File: src/logic/acrc_pkg.sv
// Shared constants and types of the converter configuration control block.
// Assumes a 25 MHz system clock and a 24-bit configuration word.
package acrc_pkg;

    localparam int          CFG_W       = 24;
    localparam logic [23:0] CFG_RESET   = 24'h000040;
    localparam logic [23:0] OFFS_RESET  = 24'h000000;
    localparam logic [23:0] GAIN_RESET  = 24'h400000;
    localparam logic [23:0] SETUP_RESET = 24'h000000;
    // Bits the host may write; unused and flag bits are excluded
    localparam logic [23:0] CFG_WR_MASK = 24'h37FF80;

    localparam int CHOP_LO = 20;
    localparam int MC_BIT  = 18;
    localparam int LP_BIT  = 17;
    localparam int RC_BIT  = 16;
    localparam int PTR_LO  = 12;
    localparam int PSS_BIT = 11;
    localparam int PD_BIT  = 10;
    localparam int PSR_BIT = 9;
    localparam int LPM_BIT = 8;
    localparam int RS_BIT  = 7;
    localparam int RV_BIT  = 6;
    localparam int OD_BIT  = 5;
    localparam int OF_BIT  = 4;

    // Chop rate as a divide of the master clock
    localparam logic [7:0] CHOP_DIV_256   = 8'h80;
    localparam logic [7:0] CHOP_DIV_4096  = 8'h08;
    localparam logic [7:0] CHOP_DIV_16384 = 8'h02;
    localparam logic [7:0] CHOP_DIV_1024  = 8'h20;

    localparam int CLK_HZ          = 25_000_000;
    localparam int WAKE_DELAY_MS   = 500;
    localparam int WAKE_CYCLES_DEF = WAKE_DELAY_MS * (CLK_HZ / 1000);
    localparam int PUMP_HALF_DEF   = 64;

    typedef enum logic [2:0] {
        SEQ_IDLE = 3'b001,
        SEQ_CONV = 3'b010,
        SEQ_HOLD = 3'b100
    } acrc_seq_e;

    typedef enum logic [4:0] {
        PWR_NORMAL  = 5'b00001,
        PWR_REDUCED = 5'b00010,
        PWR_STANDBY = 5'b00100,
        PWR_SLEEP   = 5'b01000,
        PWR_WAKE    = 5'b10000
    } acrc_pwr_e;

    typedef struct packed {
        logic       cmd;
        logic       multi;
        logic       cal;
        logic [3:0] setup;
    } acrc_conv_req_s;

    typedef struct packed {
        logic       start;
        logic       cal;
        logic [3:0] setup;
    } acrc_conv_start_s;

    typedef struct packed {
        logic        busy;
        logic        done;
        logic [31:0] cnt;
    } acrc_tmr_s;

    typedef struct packed {
        logic meta;
        logic sync;
    } acrc_sync_s;

    typedef struct packed {
        logic [23:0]      cfg;
        acrc_seq_e        seq;
        acrc_pwr_e        pwr;
        logic             multi;
        logic             cal;
        logic [3:0]       idx;
        logic             unread;
        acrc_conv_start_s start;
        logic [23:0]      rdata;
        logic             rvalid;
        logic [7:0]       chop_div;
        logic             an_pd;
        logic             flt_halt;
        logic             osc_en;
        logic             reduced;
        logic             pump_drv;
        logic             pump_oe;
        logic             soft_rst;
        logic [1:0]       dflags;
    } acrc_state_s;

endpackage

File: src/logic/acrc_sync.sv
// Two-stage synchroniser for one asynchronous level.
// Assumes the input has no timing relation to clk_in.
`timescale 1ns/1ps
module acrc_sync (
    input  wire logic clk_in,
    input  wire logic nrst_in,
    input  wire logic ce_in,
    input  wire logic async_in,
    output logic      sync_out
);
    import acrc_pkg::*;

    acrc_sync_s st_r;
    acrc_sync_s st_nxt;

    // First stage feeds only the second stage
    always_comb begin
        st_nxt.meta = async_in;
        st_nxt.sync = st_r.meta;
    end

    always_ff @(posedge clk_in or negedge nrst_in) begin
        if (!nrst_in) begin
            st_r <= '0;
        end else if (ce_in) begin
            st_r <= st_nxt;
        end
    end

    assign sync_out = st_r.sync;
endmodule

File: src/logic/acrc_timer.sv
// One-shot down counter: done_out pulses COUNT + 1 cycles after start_in.
// Assumes start_in comes from logic on the same clock.
`timescale 1ns/1ps
module acrc_timer #(
    parameter int COUNT = 4
) (
    input  wire logic clk_in,
    input  wire logic nrst_in,
    input  wire logic ce_in,
    input  wire logic start_in,
    output logic      busy_out,
    output logic      done_out
);
    import acrc_pkg::*;

    if (COUNT < 1) begin : g_bad_count
        $error("acrc_timer: COUNT must be at least 1");
    end

    acrc_tmr_s st_r;
    acrc_tmr_s st_nxt;

    always_comb begin
        st_nxt      = st_r;
        st_nxt.done = 1'b0;
        if (start_in) begin
            st_nxt.busy = 1'b1;
            st_nxt.cnt  = 32'(COUNT - 1);
        end else if (st_r.busy) begin
            if (st_r.cnt == 32'h0) begin
                st_nxt.busy = 1'b0;
                st_nxt.done = 1'b1;
            end else begin
                st_nxt.cnt = st_r.cnt - 32'h1;
            end
        end
    end

    always_ff @(posedge clk_in or negedge nrst_in) begin
        if (!nrst_in) begin
            st_r <= '0;
        end else if (ce_in) begin
            st_r <= st_nxt;
        end
    end

    assign busy_out = st_r.busy;
    assign done_out = st_r.done;
endmodule

File: src/logic/acrc_top.sv
// Configuration register, conversion sequencer and power control.
// Assumes the serial port framer delivers whole 24-bit words as strobes
// on this clock, and the conversion engine answers each start once.
`timescale 1ns/1ps
module acrc_top #(
    parameter bit WIDE24      = 1'b1,
    parameter int WAKE_CYCLES = acrc_pkg::WAKE_CYCLES_DEF,
    parameter int PUMP_HALF   = acrc_pkg::PUMP_HALF_DEF
) (
    input  wire logic                     SYS_CLK_IN,
    input  wire logic                     NRST_IN,
    input  wire logic                     CE_IN,
    input  wire logic                     CFG_WR_IN,
    input  wire logic [23:0]              CFG_WDATA_IN,
    input  wire logic                     CFG_RD_IN,
    input  wire acrc_pkg::acrc_conv_req_s CONV_REQ_IN,
    input  wire logic                     STOP_CMD_IN,
    input  wire logic                     DATA_READ_IN,
    input  wire logic                     CONV_DONE_IN,
    input  wire logic                     CONV_OVR_IN,
    input  wire logic                     OSC_DET_IN,
    output logic [23:0]                   CFG_RDATA_OUT,
    output logic                          CFG_RVALID_OUT,
    output acrc_pkg::acrc_conv_start_s    CONV_START_OUT,
    output logic [7:0]                    CHOP_DIV_OUT,
    output acrc_pkg::acrc_pwr_e           PWR_MODE_OUT,
    output logic                          ANALOG_PD_OUT,
    output logic                          FILTER_HALT_OUT,
    output logic                          OSC_EN_OUT,
    output logic                          REDUCED_OUT,
    output logic                          PUMP_DRV_OUT,
    output logic                          PUMP_OE_OUT,
    output logic                          SOFT_RST_OUT,
    output logic [1:0]                    DATA_FLAGS_OUT
);
    import acrc_pkg::*;

    if (WAKE_CYCLES < 1 || PUMP_HALF < 1) begin : g_bad_param
        $error("acrc_top: delay counts must be at least 1");
    end

    acrc_state_s st_r;
    acrc_state_s st_nxt;
    logic        osc_sync;
    logic        wake_start;
    logic        wake_done;
    logic        pump_busy;
    logic        pump_tick;

    // Oscillation detector is an analog level, not on this clock
    acrc_sync u_osc_sync (
        .clk_in   (SYS_CLK_IN),
        .nrst_in  (NRST_IN),
        .ce_in    (CE_IN),
        .async_in (OSC_DET_IN),
        .sync_out (osc_sync)
    );

    acrc_timer #(
        .COUNT (WAKE_CYCLES)
    ) u_wake_tmr (
        .clk_in   (SYS_CLK_IN),
        .nrst_in  (NRST_IN),
        .ce_in    (CE_IN),
        .start_in (wake_start),
        .busy_out (),
        .done_out (wake_done)
    );

    // Free-running half-period timer for the pump drive
    acrc_timer #(
        .COUNT (PUMP_HALF)
    ) u_pump_tmr (
        .clk_in   (SYS_CLK_IN),
        .nrst_in  (NRST_IN),
        .ce_in    (CE_IN),
        .start_in (!pump_busy),
        .busy_out (pump_busy),
        .done_out (pump_tick)
    );

    always_comb begin
        logic        run_ok;
        logic        rv_set;
        logic        restart;
        logic [3:0]  ptr;
        acrc_pwr_e   run_mode;
        run_ok   = 1'b0;
        rv_set   = 1'b0;
        restart  = 1'b0;
        ptr      = 4'h0;
        run_mode = PWR_NORMAL;

        st_nxt             = st_r;
        st_nxt.start.start = 1'b0;
        st_nxt.rvalid      = 1'b0;

        // Host access to the whole word
        if (CFG_RD_IN) begin
            st_nxt.rdata  = st_r.cfg;
            st_nxt.rvalid = 1'b1;
        end
        if (CFG_WR_IN) begin
            if (st_r.cfg[RS_BIT]) begin
                // Only the reset request bit is taken during reset
                if (!CFG_WDATA_IN[RS_BIT]) begin
                    st_nxt.cfg = CFG_RESET;
                    rv_set     = 1'b1;
                end
            end else if (CFG_WDATA_IN[RS_BIT]) begin
                st_nxt.cfg         = CFG_RESET;
                st_nxt.cfg[RS_BIT] = 1'b1;
                st_nxt.cfg[RV_BIT] = 1'b0;
            end else begin
                // Unused bits are dropped even if the host sends ones
                st_nxt.cfg = (CFG_WDATA_IN & CFG_WR_MASK)
                           | (st_r.cfg & ~CFG_WR_MASK);
            end
        end
        // A completing reset outranks a read clearing the flag
        if (CFG_RD_IN && !rv_set) begin
            st_nxt.cfg[RV_BIT] = 1'b0;
        end

        st_nxt.soft_rst = st_nxt.cfg[RS_BIT];

        // Power mode follows the word; sleep exit waits for the wake timer, not OSC_DET_IN
        if (WIDE24 && st_nxt.cfg[LPM_BIT]) begin
            run_mode = PWR_REDUCED;
        end
        if (st_nxt.cfg[PSR_BIT]) begin
            st_nxt.pwr = st_nxt.cfg[PSS_BIT] ? PWR_SLEEP
                                             : PWR_STANDBY;
        end else if (st_r.pwr == PWR_SLEEP) begin
            st_nxt.pwr = PWR_WAKE;
        end else if (st_r.pwr == PWR_WAKE && !wake_done) begin
            st_nxt.pwr = PWR_WAKE;
        end else begin
            st_nxt.pwr = run_mode;
        end
        st_nxt.an_pd    = st_nxt.pwr inside {PWR_STANDBY, PWR_SLEEP};
        st_nxt.flt_halt = st_nxt.an_pd;
        st_nxt.osc_en   = st_nxt.pwr != PWR_SLEEP;
        st_nxt.reduced  = st_nxt.pwr == PWR_REDUCED;
        run_ok = !st_nxt.soft_rst
               && (st_nxt.pwr inside {PWR_NORMAL, PWR_REDUCED});

        unique case (st_nxt.cfg[CHOP_LO+:2])
            2'h0: st_nxt.chop_div = CHOP_DIV_256;
            2'h1: st_nxt.chop_div = CHOP_DIV_4096;
            2'h2: st_nxt.chop_div = CHOP_DIV_16384;
            2'h3: st_nxt.chop_div = CHOP_DIV_1024;
        endcase

        // Pump floats while disabled, toggles while enabled
        st_nxt.pump_oe = !st_nxt.cfg[PD_BIT];
        if (!st_nxt.pump_oe) begin
            st_nxt.pump_drv = 1'b0;
        end else if (pump_tick) begin
            st_nxt.pump_drv = !st_r.pump_drv;
        end

        // Data read by the host; a new result in the same cycle wins
        if (DATA_READ_IN) begin
            st_nxt.unread = 1'b0;
        end

        ptr = st_nxt.cfg[PTR_LO+:4];
        unique case (st_r.seq)
            SEQ_IDLE: begin
                if (CONV_REQ_IN.cmd && run_ok) begin
                    st_nxt.cal   = CONV_REQ_IN.cal;
                    st_nxt.multi = CONV_REQ_IN.multi
                                 && st_nxt.cfg[MC_BIT]
                                 && !CONV_REQ_IN.cal;
                    st_nxt.idx   = st_nxt.multi ? 4'h0 : CONV_REQ_IN.setup;
                    st_nxt.start.start = 1'b1;
                    st_nxt.seq         = SEQ_CONV;
                end
            end
            SEQ_CONV: begin
                if (CONV_DONE_IN) begin
                    st_nxt.unread = 1'b1;
                    if (st_r.multi && st_r.idx != ptr) begin
                        st_nxt.idx         = st_r.idx + 4'h1;
                        st_nxt.start.start = 1'b1;
                    end else if (st_nxt.cfg[LP_BIT]) begin
                        if (st_nxt.cfg[RC_BIT] && !st_r.cal) begin
                            st_nxt.seq = SEQ_HOLD;
                        end else begin
                            restart = 1'b1;
                        end
                    end else begin
                        st_nxt.seq = SEQ_IDLE;
                    end
                end
            end
            SEQ_HOLD: begin
                // Only a looping sequence can be here
                if (DATA_READ_IN || !st_r.unread) begin
                    restart = 1'b1;
                end
            end
            default: st_nxt.seq = SEQ_IDLE;
        endcase
        if (restart) begin
            st_nxt.seq         = SEQ_CONV;
            st_nxt.idx         = st_r.multi ? 4'h0 : st_r.idx;
            st_nxt.start.start = 1'b1;
        end
        if (STOP_CMD_IN || !run_ok) begin
            st_nxt.seq         = SEQ_IDLE;
            st_nxt.start.start = 1'b0;
        end
        st_nxt.start.setup = st_nxt.idx;
        st_nxt.start.cal   = st_nxt.cal;

        // Error flags; both are cleared while the part sits in reset
        if (st_nxt.soft_rst) begin
            st_nxt.cfg[OF_BIT] = 1'b0;
            st_nxt.cfg[OD_BIT] = 1'b0;
        end else begin
            if (st_r.seq == SEQ_CONV && CONV_DONE_IN) begin
                st_nxt.cfg[OF_BIT] = CONV_OVR_IN;
            end
            st_nxt.cfg[OD_BIT] = osc_sync;
        end
        st_nxt.dflags = WIDE24 ? 2'h0
                               : {st_nxt.cfg[OD_BIT], st_nxt.cfg[OF_BIT]};
    end

    assign wake_start = (st_r.pwr == PWR_SLEEP) && (st_nxt.pwr == PWR_WAKE);

    always_ff @(posedge SYS_CLK_IN or negedge NRST_IN) begin
        if (!NRST_IN) begin
            st_r          <= '0;
            st_r.cfg      <= CFG_RESET;
            st_r.seq      <= SEQ_IDLE;
            st_r.pwr      <= PWR_NORMAL;
            st_r.chop_div <= CHOP_DIV_256;
            st_r.osc_en   <= 1'b1;
            st_r.pump_oe  <= 1'b1;
        end else if (CE_IN) begin
            st_r <= st_nxt;
        end
    end

    assign CFG_RDATA_OUT   = st_r.rdata;
    assign CFG_RVALID_OUT  = st_r.rvalid;
    assign CONV_START_OUT  = st_r.start;
    assign CHOP_DIV_OUT    = st_r.chop_div;
    assign PWR_MODE_OUT    = st_r.pwr;
    assign ANALOG_PD_OUT   = st_r.an_pd;
    assign FILTER_HALT_OUT = st_r.flt_halt;
    assign OSC_EN_OUT      = st_r.osc_en;
    assign REDUCED_OUT     = st_r.reduced;
    assign PUMP_DRV_OUT    = st_r.pump_drv;
    assign PUMP_OE_OUT     = st_r.pump_oe;
    assign SOFT_RST_OUT    = st_r.soft_rst;
    assign DATA_FLAGS_OUT  = st_r.dflags;
endmodule

File: config.mk
export PLATFORM = sky130hd
export DESIGN_NAME = acrc_top
export DESIGN_NICKNAME = d
export VERILOG_FILES = /design/src/logic/acrc_pkg.sv /design/src/logic/acrc_sync.sv /design/src/logic/acrc_timer.sv /design/src/logic/acrc_top.sv
export SDC_FILE = /design/constraint.sdc
export NUM_CORES = 1
export LEC_CHECK = 0
export BUFFER_PORTS_ARGS = -buffer_cell sky130_fd_sc_hd__buf_4
export CORE_ASPECT_RATIO = 0.7
export CORE_MARGIN = 3
export CORE_UTILIZATION = 35
export CTS_CLUSTER_SIZE = 30
export DETAILED_ROUTE_END_ITERATION = 10
export SLEW_MARGIN = 20
export SYNTH_ARGS = -nofsm -noshare
export SYNTH_HDL_FRONTEND = slang
export SYNTH_SLANG_ARGS = --single-unit
File: constraint.sdc
create_clock -name SYS_CLK_IN -period 3.53 [get_ports SYS_CLK_IN]
set_input_delay 0.5295 -clock SYS_CLK_IN [delete_from_list [all_inputs] [get_ports SYS_CLK_IN]]
set_output_delay 0.5295 -clock SYS_CLK_IN [all_outputs]
set_load 0.02 [all_outputs]
# == Yosys cells after proc, flatten, opt, wreduce, memory -nomap -nowiden ==
# Index checks and enable logic that the tools add are counted.
# W data, S select, Z words.
# word_totals
register_bits,149
out_inout_bits,53
# classes
add_sub_neg,3
eq_ne,29
n_mux,59
bitwise,1
n_reduce_logical,41
# op_table
operator,n
$mux W32,4
$mux W24,3
$logic_not A32 Y1,2
$sub A32 B1 Y32 const B,2
$mux W34,1
$pmux W8 S4,1
$mux W1,24
$or A22 B24 Y24,1
$mux W22,1
$mux W3,7
$mux W4,5
$mux W5,4
$reduce_and A3 Y1,5
$ne A3 B3 Y1 const B,4
$ne A4 B4 Y1 const B,3
$reduce_and A6 Y1,2
$eq A5 B4 Y1 const B,2
$eq A5 B5 Y1 const B,2
$logic_and A1 B1 Y1,10
$reduce_bool A2 Y1,5
$logic_not A1 Y1,9
$pmux W3 S3,1
$mux W2,4
$pmux W4 S2,1
22 further kinds,30

# == Depth between registers and ports, before layout ==
# Gate-level depths: netlist of the first run.
# logic_depth
depth_word,16
mapped_depth,10
ltp_nobuf,8

# == Hierarchy ==
# Synthesis of the first run repeated with hierarchy kept, for this count alone.
# unflattened
hier_cells,748
area_unflattened_um2,7345.8
# modules_own_cells
module,instances,cells_each,area_per_inst_um2,seq_area_each_um2
acrc_top,1,314,3244.4,1508.9
acrc_timer (u_wake_tmr),1,224,2044.5,850.8
acrc_timer (u_pump_tmr),1,206,1984.4,850.8
acrc_sync,1,4,72.6,50.0

# == Least setup slack after synthesis of the first run ==
# OpenSTA, ideal clock, no wires.
# synth_timing
path_type,register -> register
startpoint,register u_pump_tmr.st_r[7] in the netlist's numbering
endpoint,register u_pump_tmr.st_r[27] in the netlist's numbering
setup_time_ps,120
t_arrival_ps,2362
required_ps,3410
slack_ps,1048
stages_incl_launch_ff,9
path_buffers,2
synth_period_minus_slack_ps,2482
path_cell_list,dfrtp_1 or3_1 buf_2 or4_4 or3_1 buf_2 nor3_4 a21oi_1 a31o_2
# synth_via
elab_chain_cells,3
# synth_lines
item,line_no,source
from (decl),acrc_timer.sv:20,acrc_tmr_s st_r;
from (signal assigned),acrc_timer.sv:43,st_r <= st_nxt;
$sub A32 B1 Y32 / $logic_not A32 Y1 (equally long branches),"acrc_timer.sv:34, acrc_timer.sv:30",
$mux W32 / $ne A2 B2 Y1 (equally long branches),n/a,
$mux W32 / $reduce_and A2 Y1 (equally long branches),n/a,
# Parallel ways exist; a longest one is shown, timed or not. The select of a mux whose other input is x is not followed.
# A chain may end at the register's enable or synchronous reset.

# == Worst setup path after layout of the first run ==
# layout_timing
startpoint,register u_wake_tmr.st_r[0] in the netlist's numbering
endpoint,register u_wake_tmr.st_r[30] in the netlist's numbering
# layout_via
elab_chain_cells,4
# layout_lines
item,line_no,source
from (decl),acrc_timer.sv:20,
from (signal assigned),acrc_timer.sv:43,
$sub A32 B1 Y32,acrc_timer.sv:34,st_nxt.cnt = st_r.cnt - 32'h1;
$mux W32,acrc_timer.sv:30,if (st_r.cnt == 32'h0) begin
$mux W34,acrc_timer.sv:29,end else if (st_r.busy) begin
$mux W32,acrc_timer.sv:26,if (start_in) begin
# Parallel ways exist; a longest one is shown, timed or not. The select of a mux whose other input is x is not followed.

==> results.sh, run 1 <==
export IMPL_slowest_delay_ns=0.54
export IMPL_finalHoldViolCount=0
export IMPL_maxSlewViolCount=0
export IMPL_endpoint_of_the_worst_register_to_register_path="u_wake_tmr.st_r[30]"
export IMPL_unrepaired_setup_endpoints_after_global_routing="false"
export IMPL_critical_path_buf_inv_count=1
export IMPL_slowest_stage="sky130_fd_sc_hd__or3_1"
export IMPL_detailedRoute_firstIterationViolations=480
export IMPL_final_cell_area_um2=8260
export IMPL_ctsResizeCount=0
export IMPL_clk_transition_reported_paths_ns=0.06
export IMPL_cts_buffers_inserted=17
export IMPL_synth_area_per_cell_um2=9.43
export IMPL_io_pins=94
export IMPL_grt_first_pass_wirelength_um=28900
export IMPL_cells_on_worst_reg2reg_path=8
export IMPL_initial_antenna_violation_count=0
export IMPL_ant_nets=0
export IMPL_crit_end="u_wake_tmr.st_r[30]"
export IMPL_ys_ff_latch=130
export IMPL_worstSkewPairLatency_ns=0.42
export IMPL_synthAdderAreaFrac_pct=0.526
export IMPL_std_cell_rows=43
export IMPL_yosys_area_share_xor_xnor_pct=4.18
export IMPL_nets=840
export IMPL_worst_setup_path_type="reg2reg"
export IMPL_grt_start_max_net_pins=79
export IMPL_run_status="completed"
export IMPL_first_global_vias=5360
export IMPL_cp_num_cells=8
export IMPL_cp_arrival_ns=3.12
export IMPL_cp_required_ns=3.80
export IMPL_post_synth_instance_area_um2=7130
export IMPL_synth_top_family_by_area="simple AND/OR/NAND/NOR gates"
export IMPL_max_clock_freq_ghz=0.350
export IMPL_synth_warning_count=0
export IMPL_relSlewSlack_pct=36.6
export IMPL_ys_types=73
export IMPL_worst_pin_slew_ns=0.950
export IMPL_cts_tree="done"
export IMPL_initial_core_util_pct=35.8
export IMPL_cp_cell_sequence="inv_1 > ha_1 > nor3b_1 > nand3_1 > or3_1 > a2111oi_0 > xnor2_1 > nor2_1"
export IMPL_finalWirelength_um=17200
export IMPL_cpLargestDelayFamily="simple AND/OR/NAND/NOR gates"
export IMPL_dp_hpwl_um=12000
export IMPL_post_cts_setup_buffers=0
export IMPL_yosysTopAreaCellShare_pct=43.5
export IMPL_placement_cell_area_um2=7670
export IMPL_holdWs_ns=0.144
export IMPL_crit_start="u_wake_tmr.st_r[0]"
export IMPL_reg2reg_from="u_wake_tmr.st_r[0]"
export IMPL_floorplan_die_width_um=177
export IMPL_postCtsHoldBufs=0
export IMPL_synth_top_area_cell="sky130_fd_sc_hd__dfrtp_1"
export IMPL_cts_htree_levels=4
export IMPL_worst_setup_path_end_kind="register"
export IMPL_cellLeakagePower_uw=0.00368
export IMPL_clock_skew_ns=0.00775
export IMPL_finalCritPeriodShare_pct=80.9
export IMPL_clock_root_buffer="sky130_fd_sc_hd__clkbuf_16"
export IMPL_floorplan_die_area_um2=22200
export IMPL_synth_area_mux_share_pct=2.84
export IMPL_insertedDiodeCount=0
export IMPL_final_setup_viol_count=0
export IMPL_crit_path_max_fanout=5
export IMPL_tritoncts_num_sinks=130
export IMPL_ff2ff_setup_slack_ns=0.67
export IMPL_synthCells=756
export IMPL_worst_hold_path_type="in2async"
export IMPL_drc=0
export IMPL_ys_seq_area_share_pct=45.7
export IMPL_port_buffers=70
export IMPL_power_uw=5010
export IMPL_maxCapViolCount=0
export IMPL_yosys_cell_count_top_type="sky130_fd_sc_hd__dfrtp_1"
export IMPL_setup_total_negative_slack_ns=0
export IMPL_max_clock_path_buffers=2
export IMPL_overflow=0
export IMPL_place_inst=1047
export IMPL_gp_congestion=0.885
export IMPL_final_fill_count=1984
export IMPL_worst_setup_path_start_kind="register"
export IMPL_min_period_ns=2.86
export IMPL_peakVddDrop_uv=373
export IMPL_netlist_top_cells_area="sky130_fd_sc_hd__dfrtp_1, sky130_fd_sc_hd__buf_4, sky130_fd_sc_hd__nor2_1"
export IMPL_synth_compound_area_share_pct=17.4
export IMPL_post_route_cells_drive_above_1_share_pct=20.0
export IMPL_grt_util_all_layers_pct=16.1
export IMPL_die_height_um=125
export IMPL_syn_to_final_growth_pct=15.9
export IMPL_power_per_cell_area_nw_per_um2=606
export IMPL_ys_dominant_reg_cell="sky130_fd_sc_hd__dfrtp_1"
export IMPL_netlist_top_cells_count="sky130_fd_sc_hd__dfrtp_1, sky130_fd_sc_hd__nor2_1, sky130_fd_sc_hd__nand2_1"
export IMPL_post_synth_and_or_nand_nor_area_fraction_pct=20.5
export IMPL_routed_via_density=5.22
export IMPL_route_vias_total=5633
export IMPL_postSynth_asyncResetShare_pct=100
export IMPL_core_area_um2=19900
export IMPL_synth_edff_count=0
export IMPL_dr_pass1_iters=5
export IMPL_wire_per_inst_um=15.9
export IMPL_finalNonFillerCells=1079
-- worst min path at each step --
stage	cells past startpoint	startpoint	slack [ns]	endpoint
after floorplan	0	NRST_IN	0.23	CFG_RDATA_OUT[10]
after global placement	2	st_r[67]	0.45	st_r[67]
after detailed placement	2	st_r[67]	0.46	st_r[67]
after CTS	1	NRST_IN	0.17	CONV_START_OUT[2]
after global routing	1	NRST_IN	0.20	CONV_START_OUT[2]
final	1	NRST_IN	0.14	CONV_START_OUT[2]
-- metal layers --
layer	share of wire (%)	global-route usage, %
met5	0	0
met4	0.91	4.06
met3	4.9	3.16
met2	41	22.6
met1	53	25.2
-- worst register-to-register path: stages, from the launching register on --
cell                        delay [ns]
sky130_fd_sc_hd__dfrtp_1          0.39
sky130_fd_sc_hd__inv_1            0.10
sky130_fd_sc_hd__ha_1             0.19
sky130_fd_sc_hd__nor3b_1          0.47
sky130_fd_sc_hd__nand3_1          0.31
sky130_fd_sc_hd__or3_1            0.54
sky130_fd_sc_hd__a2111oi_0        0.49
sky130_fd_sc_hd__xnor2_1          0.17
sky130_fd_sc_hd__nor2_1           0.05
-- logic make-up after synthesis --
| group | after synthesis |
|---|---|
| multiplexers | 18 |
| buffers and inverters | 114 |
| flip-flops | 130 |
| other | 1 |
| AND/OR/NAND/NOR | 278 |
| XOR/XNOR | 34 |
| adder cells (fa/ha/maj) | 3 |
| AO/OA/AOI/OAI | 178 |
-- report_power, final --
| part | total (uW) | leakage [uW] | switching, uW | internal, uW |
|---|---|---|---|---|
| Sequential | 2050 | 0.00167 | 295 | 1760 |
| Combinational | 1200 | 0.00173 | 683 | 516 |
| Clock | 1760 | 0.000281 | 686 | 1070 |
-- sequential cells by signal, summed over array words and instances, names as in the netlist --
name,flops
CFG_RDATA_OUT,17
CFG_RVALID_OUT,1
CHOP_DIV_OUT,4
CONV_START_OUT,6
FILTER_HALT_OUT,1
OSC_EN_OUT,1
PUMP_DRV_OUT,1
PUMP_OE_OUT,1
PWR_MODE_OUT,5
REDUCED_OUT,1
st_r,22
u_osc_sync.st_nxt,1
u_osc_sync.sync_out,1
u_pump_tmr.busy_out,1
u_pump_tmr.done_out,1
u_pump_tmr.st_r,32
u_wake_tmr.busy_out,1
u_wake_tmr.done_out,1
u_wake_tmr.st_r,32
-- cell type report --
cell class	instances	area, um2	area share [%]
tap	270	338	4.09
clock inverter	13	136	1.65
sequential	130	3260	39.5
multi-input combinational	524	3290	39.8
inverter	38	143	1.73
timing repair buffer	85	642	7.77
clock buffer	19	453	5.48
-- cell usage in the layout, fill, tap and decap left out, types with 13 or more instances in the layout --
cell / n
sky130_fd_sc_hd__a21oi_1: 32
sky130_fd_sc_hd__buf_4: 84
sky130_fd_sc_hd__clkbuf_16: 17
sky130_fd_sc_hd__conb_1: 13
sky130_fd_sc_hd__dfrtp_1: 124
sky130_fd_sc_hd__inv_1: 37
sky130_fd_sc_hd__mux2_2: 18
sky130_fd_sc_hd__nand2_1: 57
sky130_fd_sc_hd__nand3_1: 16
sky130_fd_sc_hd__nor2_1: 73
sky130_fd_sc_hd__nor3_1: 26
sky130_fd_sc_hd__nor4_1: 19
sky130_fd_sc_hd__o21ai_0: 38
sky130_fd_sc_hd__or3_1: 20
sky130_fd_sc_hd__xnor2_1: 24
-- metrics by stage --
stage          worst slack [ns]  utilization [%]
2_1_floorplan              1.05                -
3_3_place_gp              0.782             38.6
3_5_place_dp              0.753             38.6
4_1_cts                   0.728             41.5
5_1_grt                   0.397             41.5
6_report                  0.673             41.5
(Power assumes the default switching activity.)
==> run 2: changes to the inputs <==
==> constraint.sdc (replaced) <==
create_clock -name SYS_CLK_IN -period 2.5 [get_ports SYS_CLK_IN]
set_input_delay 0.375 -clock SYS_CLK_IN [delete_from_list [all_inputs] [get_ports SYS_CLK_IN]]
set_output_delay 0.375 -clock SYS_CLK_IN [all_outputs]
set_load 0.02 [all_outputs]
==> run 2 against run 1 <==
Effect of this change:
- critical path depth decreased by 1
- hold slack improved by 0.064 ns
- clock skew increased by 0.0071 ns
- maximum frequency increased by 15%
==> results.sh, run 2 (synthesis gave the netlist of run 1 again) <==
export IMPL_run_status="completed"
export IMPL_global_route_usage_met2_pct=23.2
export IMPL_routed_via_density=5.14
export IMPL_max_clock_freq_ghz=0.402
export IMPL_clk_transition_reported_paths_ns=0.06
export IMPL_nets=901
export IMPL_cells_on_worst_reg2reg_path=7
export IMPL_finalNonFillerCells=1139
export IMPL_worstHoldStart="CONV_REQ_IN[4]"
export IMPL_worst_hold_path_type="in2reg"
export IMPL_gp_congestion=0.883
export IMPL_drc=0
export IMPL_worst_setup_path_type="reg2reg"
export IMPL_min_period_ns=2.49
export IMPL_maxCapViolCount=0
export IMPL_dp_hpwl_um=12900
export IMPL_ant_nets=0
export IMPL_insertedDiodeCount=0
export IMPL_clock_skew_ns=0.0149
export IMPL_worst_setup_path_start_kind="register"
export IMPL_slowest_stage="sky130_fd_sc_hd__or4_4"
export IMPL_cp_arrival_ns=2.78
export IMPL_top_regs="u_pump_tmr.st_r x32, u_wake_tmr.st_r x32, st_r x22"
export IMPL_cp_cell_sequence="or4_4 > or4_4 > o31a_1 > buf_4 > o211ai_1 > or2_4 > a21oi_2"
export IMPL_route_vias_total=5857
export IMPL_cts_buffers_inserted=17
export IMPL_slowest_delay_ns=0.54
export IMPL_tritoncts_num_sinks=130
export IMPL_ff2ff_setup_slack_ns=0.01
export IMPL_setup_slack_ns=0.0127
export IMPL_core_area_um2=19900
export IMPL_worst_hold_path_endpoint="CONV_START_OUT[4]"
export IMPL_placement_cell_area_um2=8100
export IMPL_worst_pin_slew_ns=0.599
export IMPL_grt_start_max_net_pins=60
export IMPL_relSlewSlack_pct=59.7
export IMPL_worst_setup_path_end_kind="register"
export IMPL_grt_busiest_layer="met1"
export IMPL_grt_util_met1_pct=25.9
export IMPL_holdPathStages=2
export IMPL_cts_tree="done"
export IMPL_finalWirelength_um=18300
export IMPL_cp_required_ns=2.80
export IMPL_initial_core_util_pct=35.8
export IMPL_grt_first_pass_wirelength_um=29800
export IMPL_worstSkewPairLatency_ns=0.41
export IMPL_endpoint_of_the_worst_register_to_register_path="u_wake_tmr.st_r[27]"
export IMPL_std_cell_rows=43
export IMPL_initial_antenna_violation_count=0
export IMPL_syn_to_final_growth_pct=25.6
export IMPL_post_route_util_pct=45.0
export IMPL_cellLeakagePower_uw=0.00406
export IMPL_max_clock_path_buffers=2
export IMPL_most_common_layout_cells="sky130_fd_sc_hd__buf_4, sky130_fd_sc_hd__dfrtp_1, sky130_fd_sc_hd__nor2_1, sky130_fd_sc_hd__nand2_1, sky130_fd_sc_hd__inv_1"
export IMPL_wire_per_inst_um=16.1
export IMPL_unrepaired_setup_endpoints_after_global_routing="true"
export IMPL_final_cell_area_um2=8960
export IMPL_worst_path_most_repeated_cell="sky130_fd_sc_hd__or4_4"
export IMPL_maxSlewViolCount=0
export IMPL_final_setup_viol_count=0
export IMPL_reg2reg_from="u_wake_tmr.st_r[25]"
export IMPL_dr_pass1_iters=7
export IMPL_post_route_cells_drive_above_1_share_pct=28.1
export IMPL_crit_path_max_fanout=4
export IMPL_die_height_um=125
export IMPL_grt_util_all_layers_pct=16.5
export IMPL_cts_htree_levels=4
export IMPL_overflow=0
export IMPL_power_per_cell_area_nw_per_um2=833
export IMPL_finalCritPeriodShare_pct=99.5
export IMPL_peakVddDrop_uv=345
export IMPL_io_pins=94
export IMPL_floorplan_die_width_um=177
export IMPL_port_buffers=70
export IMPL_finalHoldViolCount=0
export IMPL_grt_util_met3_pct=3.40
export IMPL_final_common_cell="sky130_fd_sc_hd__buf_4"
export IMPL_clock_root_buffer="sky130_fd_sc_hd__clkbuf_16"
export IMPL_floorplan_die_area_um2=22200
export IMPL_place_worst_setup_slack_ns=-0.0464
export IMPL_first_global_vias=5605
export IMPL_detailedRoute_firstIterationViolations=497
export IMPL_place_inst=1099
==> run 2: cell types whose count changed in the layout (fill, tap and decap cells not counted), moves of 3 or more <==
| cell | previous run | this run |
|---|---|---|
| sky130_fd_sc_hd__buf_4 | 84 | 138 |
| sky130_fd_sc_hd__or3_4 | 0 | 3 |
| sky130_fd_sc_hd__clkinvlp_4 | 4 | 1 |
| sky130_fd_sc_hd__nor3_2 | 0 | 3 |
| sky130_fd_sc_hd__a21oi_2 | 0 | 6 |
| sky130_fd_sc_hd__nor3_1 | 26 | 23 |
| sky130_fd_sc_hd__nor4_1 | 19 | 16 |
| sky130_fd_sc_hd__buf_12 | 0 | 4 |
| sky130_fd_sc_hd__or3_1 | 20 | 17 |
| sky130_fd_sc_hd__a21oi_1 | 32 | 26 |
==> run 2: repair_timing <==
item / 4_1_cts / 5_1_grt
setup buffers: 3 / 5
resized for setup: 3 / 31
hold buffers: 1 / 0
endpoints found under the setup margin: 9 / 26
hold endpoints to repair: 51 / 0
pin swaps: 2 / 13
==> run 2: critical path: cells and delay by family (launching register included) <==
family	cells	cell delay (ns)
and+or+nand+nor	3	1.26
AOI/OAI and AO/OA	3	0.60
DFF	1	0.38
buffers and inverters	1	0.15
==> run 2: worst max-delay path by stage <==
stage / start / endpoint / depth (start not counted)
3_5_place_dp: u_pump_tmr.st_r[7] / u_pump_tmr.st_r[25] / 7
2_1_floorplan: u_pump_tmr.st_r[7] / u_pump_tmr.st_r[27] / 8
5_1_grt: u_wake_tmr.st_r[25] / u_wake_tmr.st_r[27] / 7
4_1_cts: u_wake_tmr.st_r[20] / u_wake_tmr.st_r[27] / 7
6_report: u_wake_tmr.st_r[25] / u_wake_tmr.st_r[27] / 7
3_3_place_gp: u_wake_tmr.st_r[28] / u_wake_tmr.st_r[3] / 7
==> run 2: routing by layer <==
layer  part of all wire (%)  vias up  wire length, um
met5                      0        -                0
met4                   0.61        0              111
met3                    4.6       10              849
met2                     42      145             7710
met1                     53     2842             9610
li1                       -     2860                -
==> run 2: layout make-up <==
| type | instances | area [um2] |
|---|---|---|
| fill | 1927 | 10900 |
| inverter | 38 | 143 |
| tap | 270 | 338 |
| clock inverter | 10 | 156 |
| multi-input combinational | 524 | 3430 |
| clock buffer | 21 | 470 |
| timing repair buffer | 146 | 1160 |
| sequential | 130 | 3260 |
==> run 2: per-stage QoR <==
| step | total power, uW | hold slack [ns] | TNS, ns |
|---|---|---|---|
| 3_3_place_gp | 4710 | 0.400 | -0.00390 |
| 6_report | 7460 | 0.208 | 0 |
| 2_1_floorplan | 4150 | 0.0794 | 0 |
| 4_1_cts | 7430 | 0.199 | 0 |
| 5_1_grt | 7850 | 0.197 | -0.183 |
| 3_5_place_dp | 4740 | 0.403 | -0.108 |
==> run 2: power breakdown <==
part,internal [uW],switching (uW),total (uW)
sequential,2480,397,2880
clock,1740,933,2670
combinational,868,1040,1910
total,5090,2370,7460
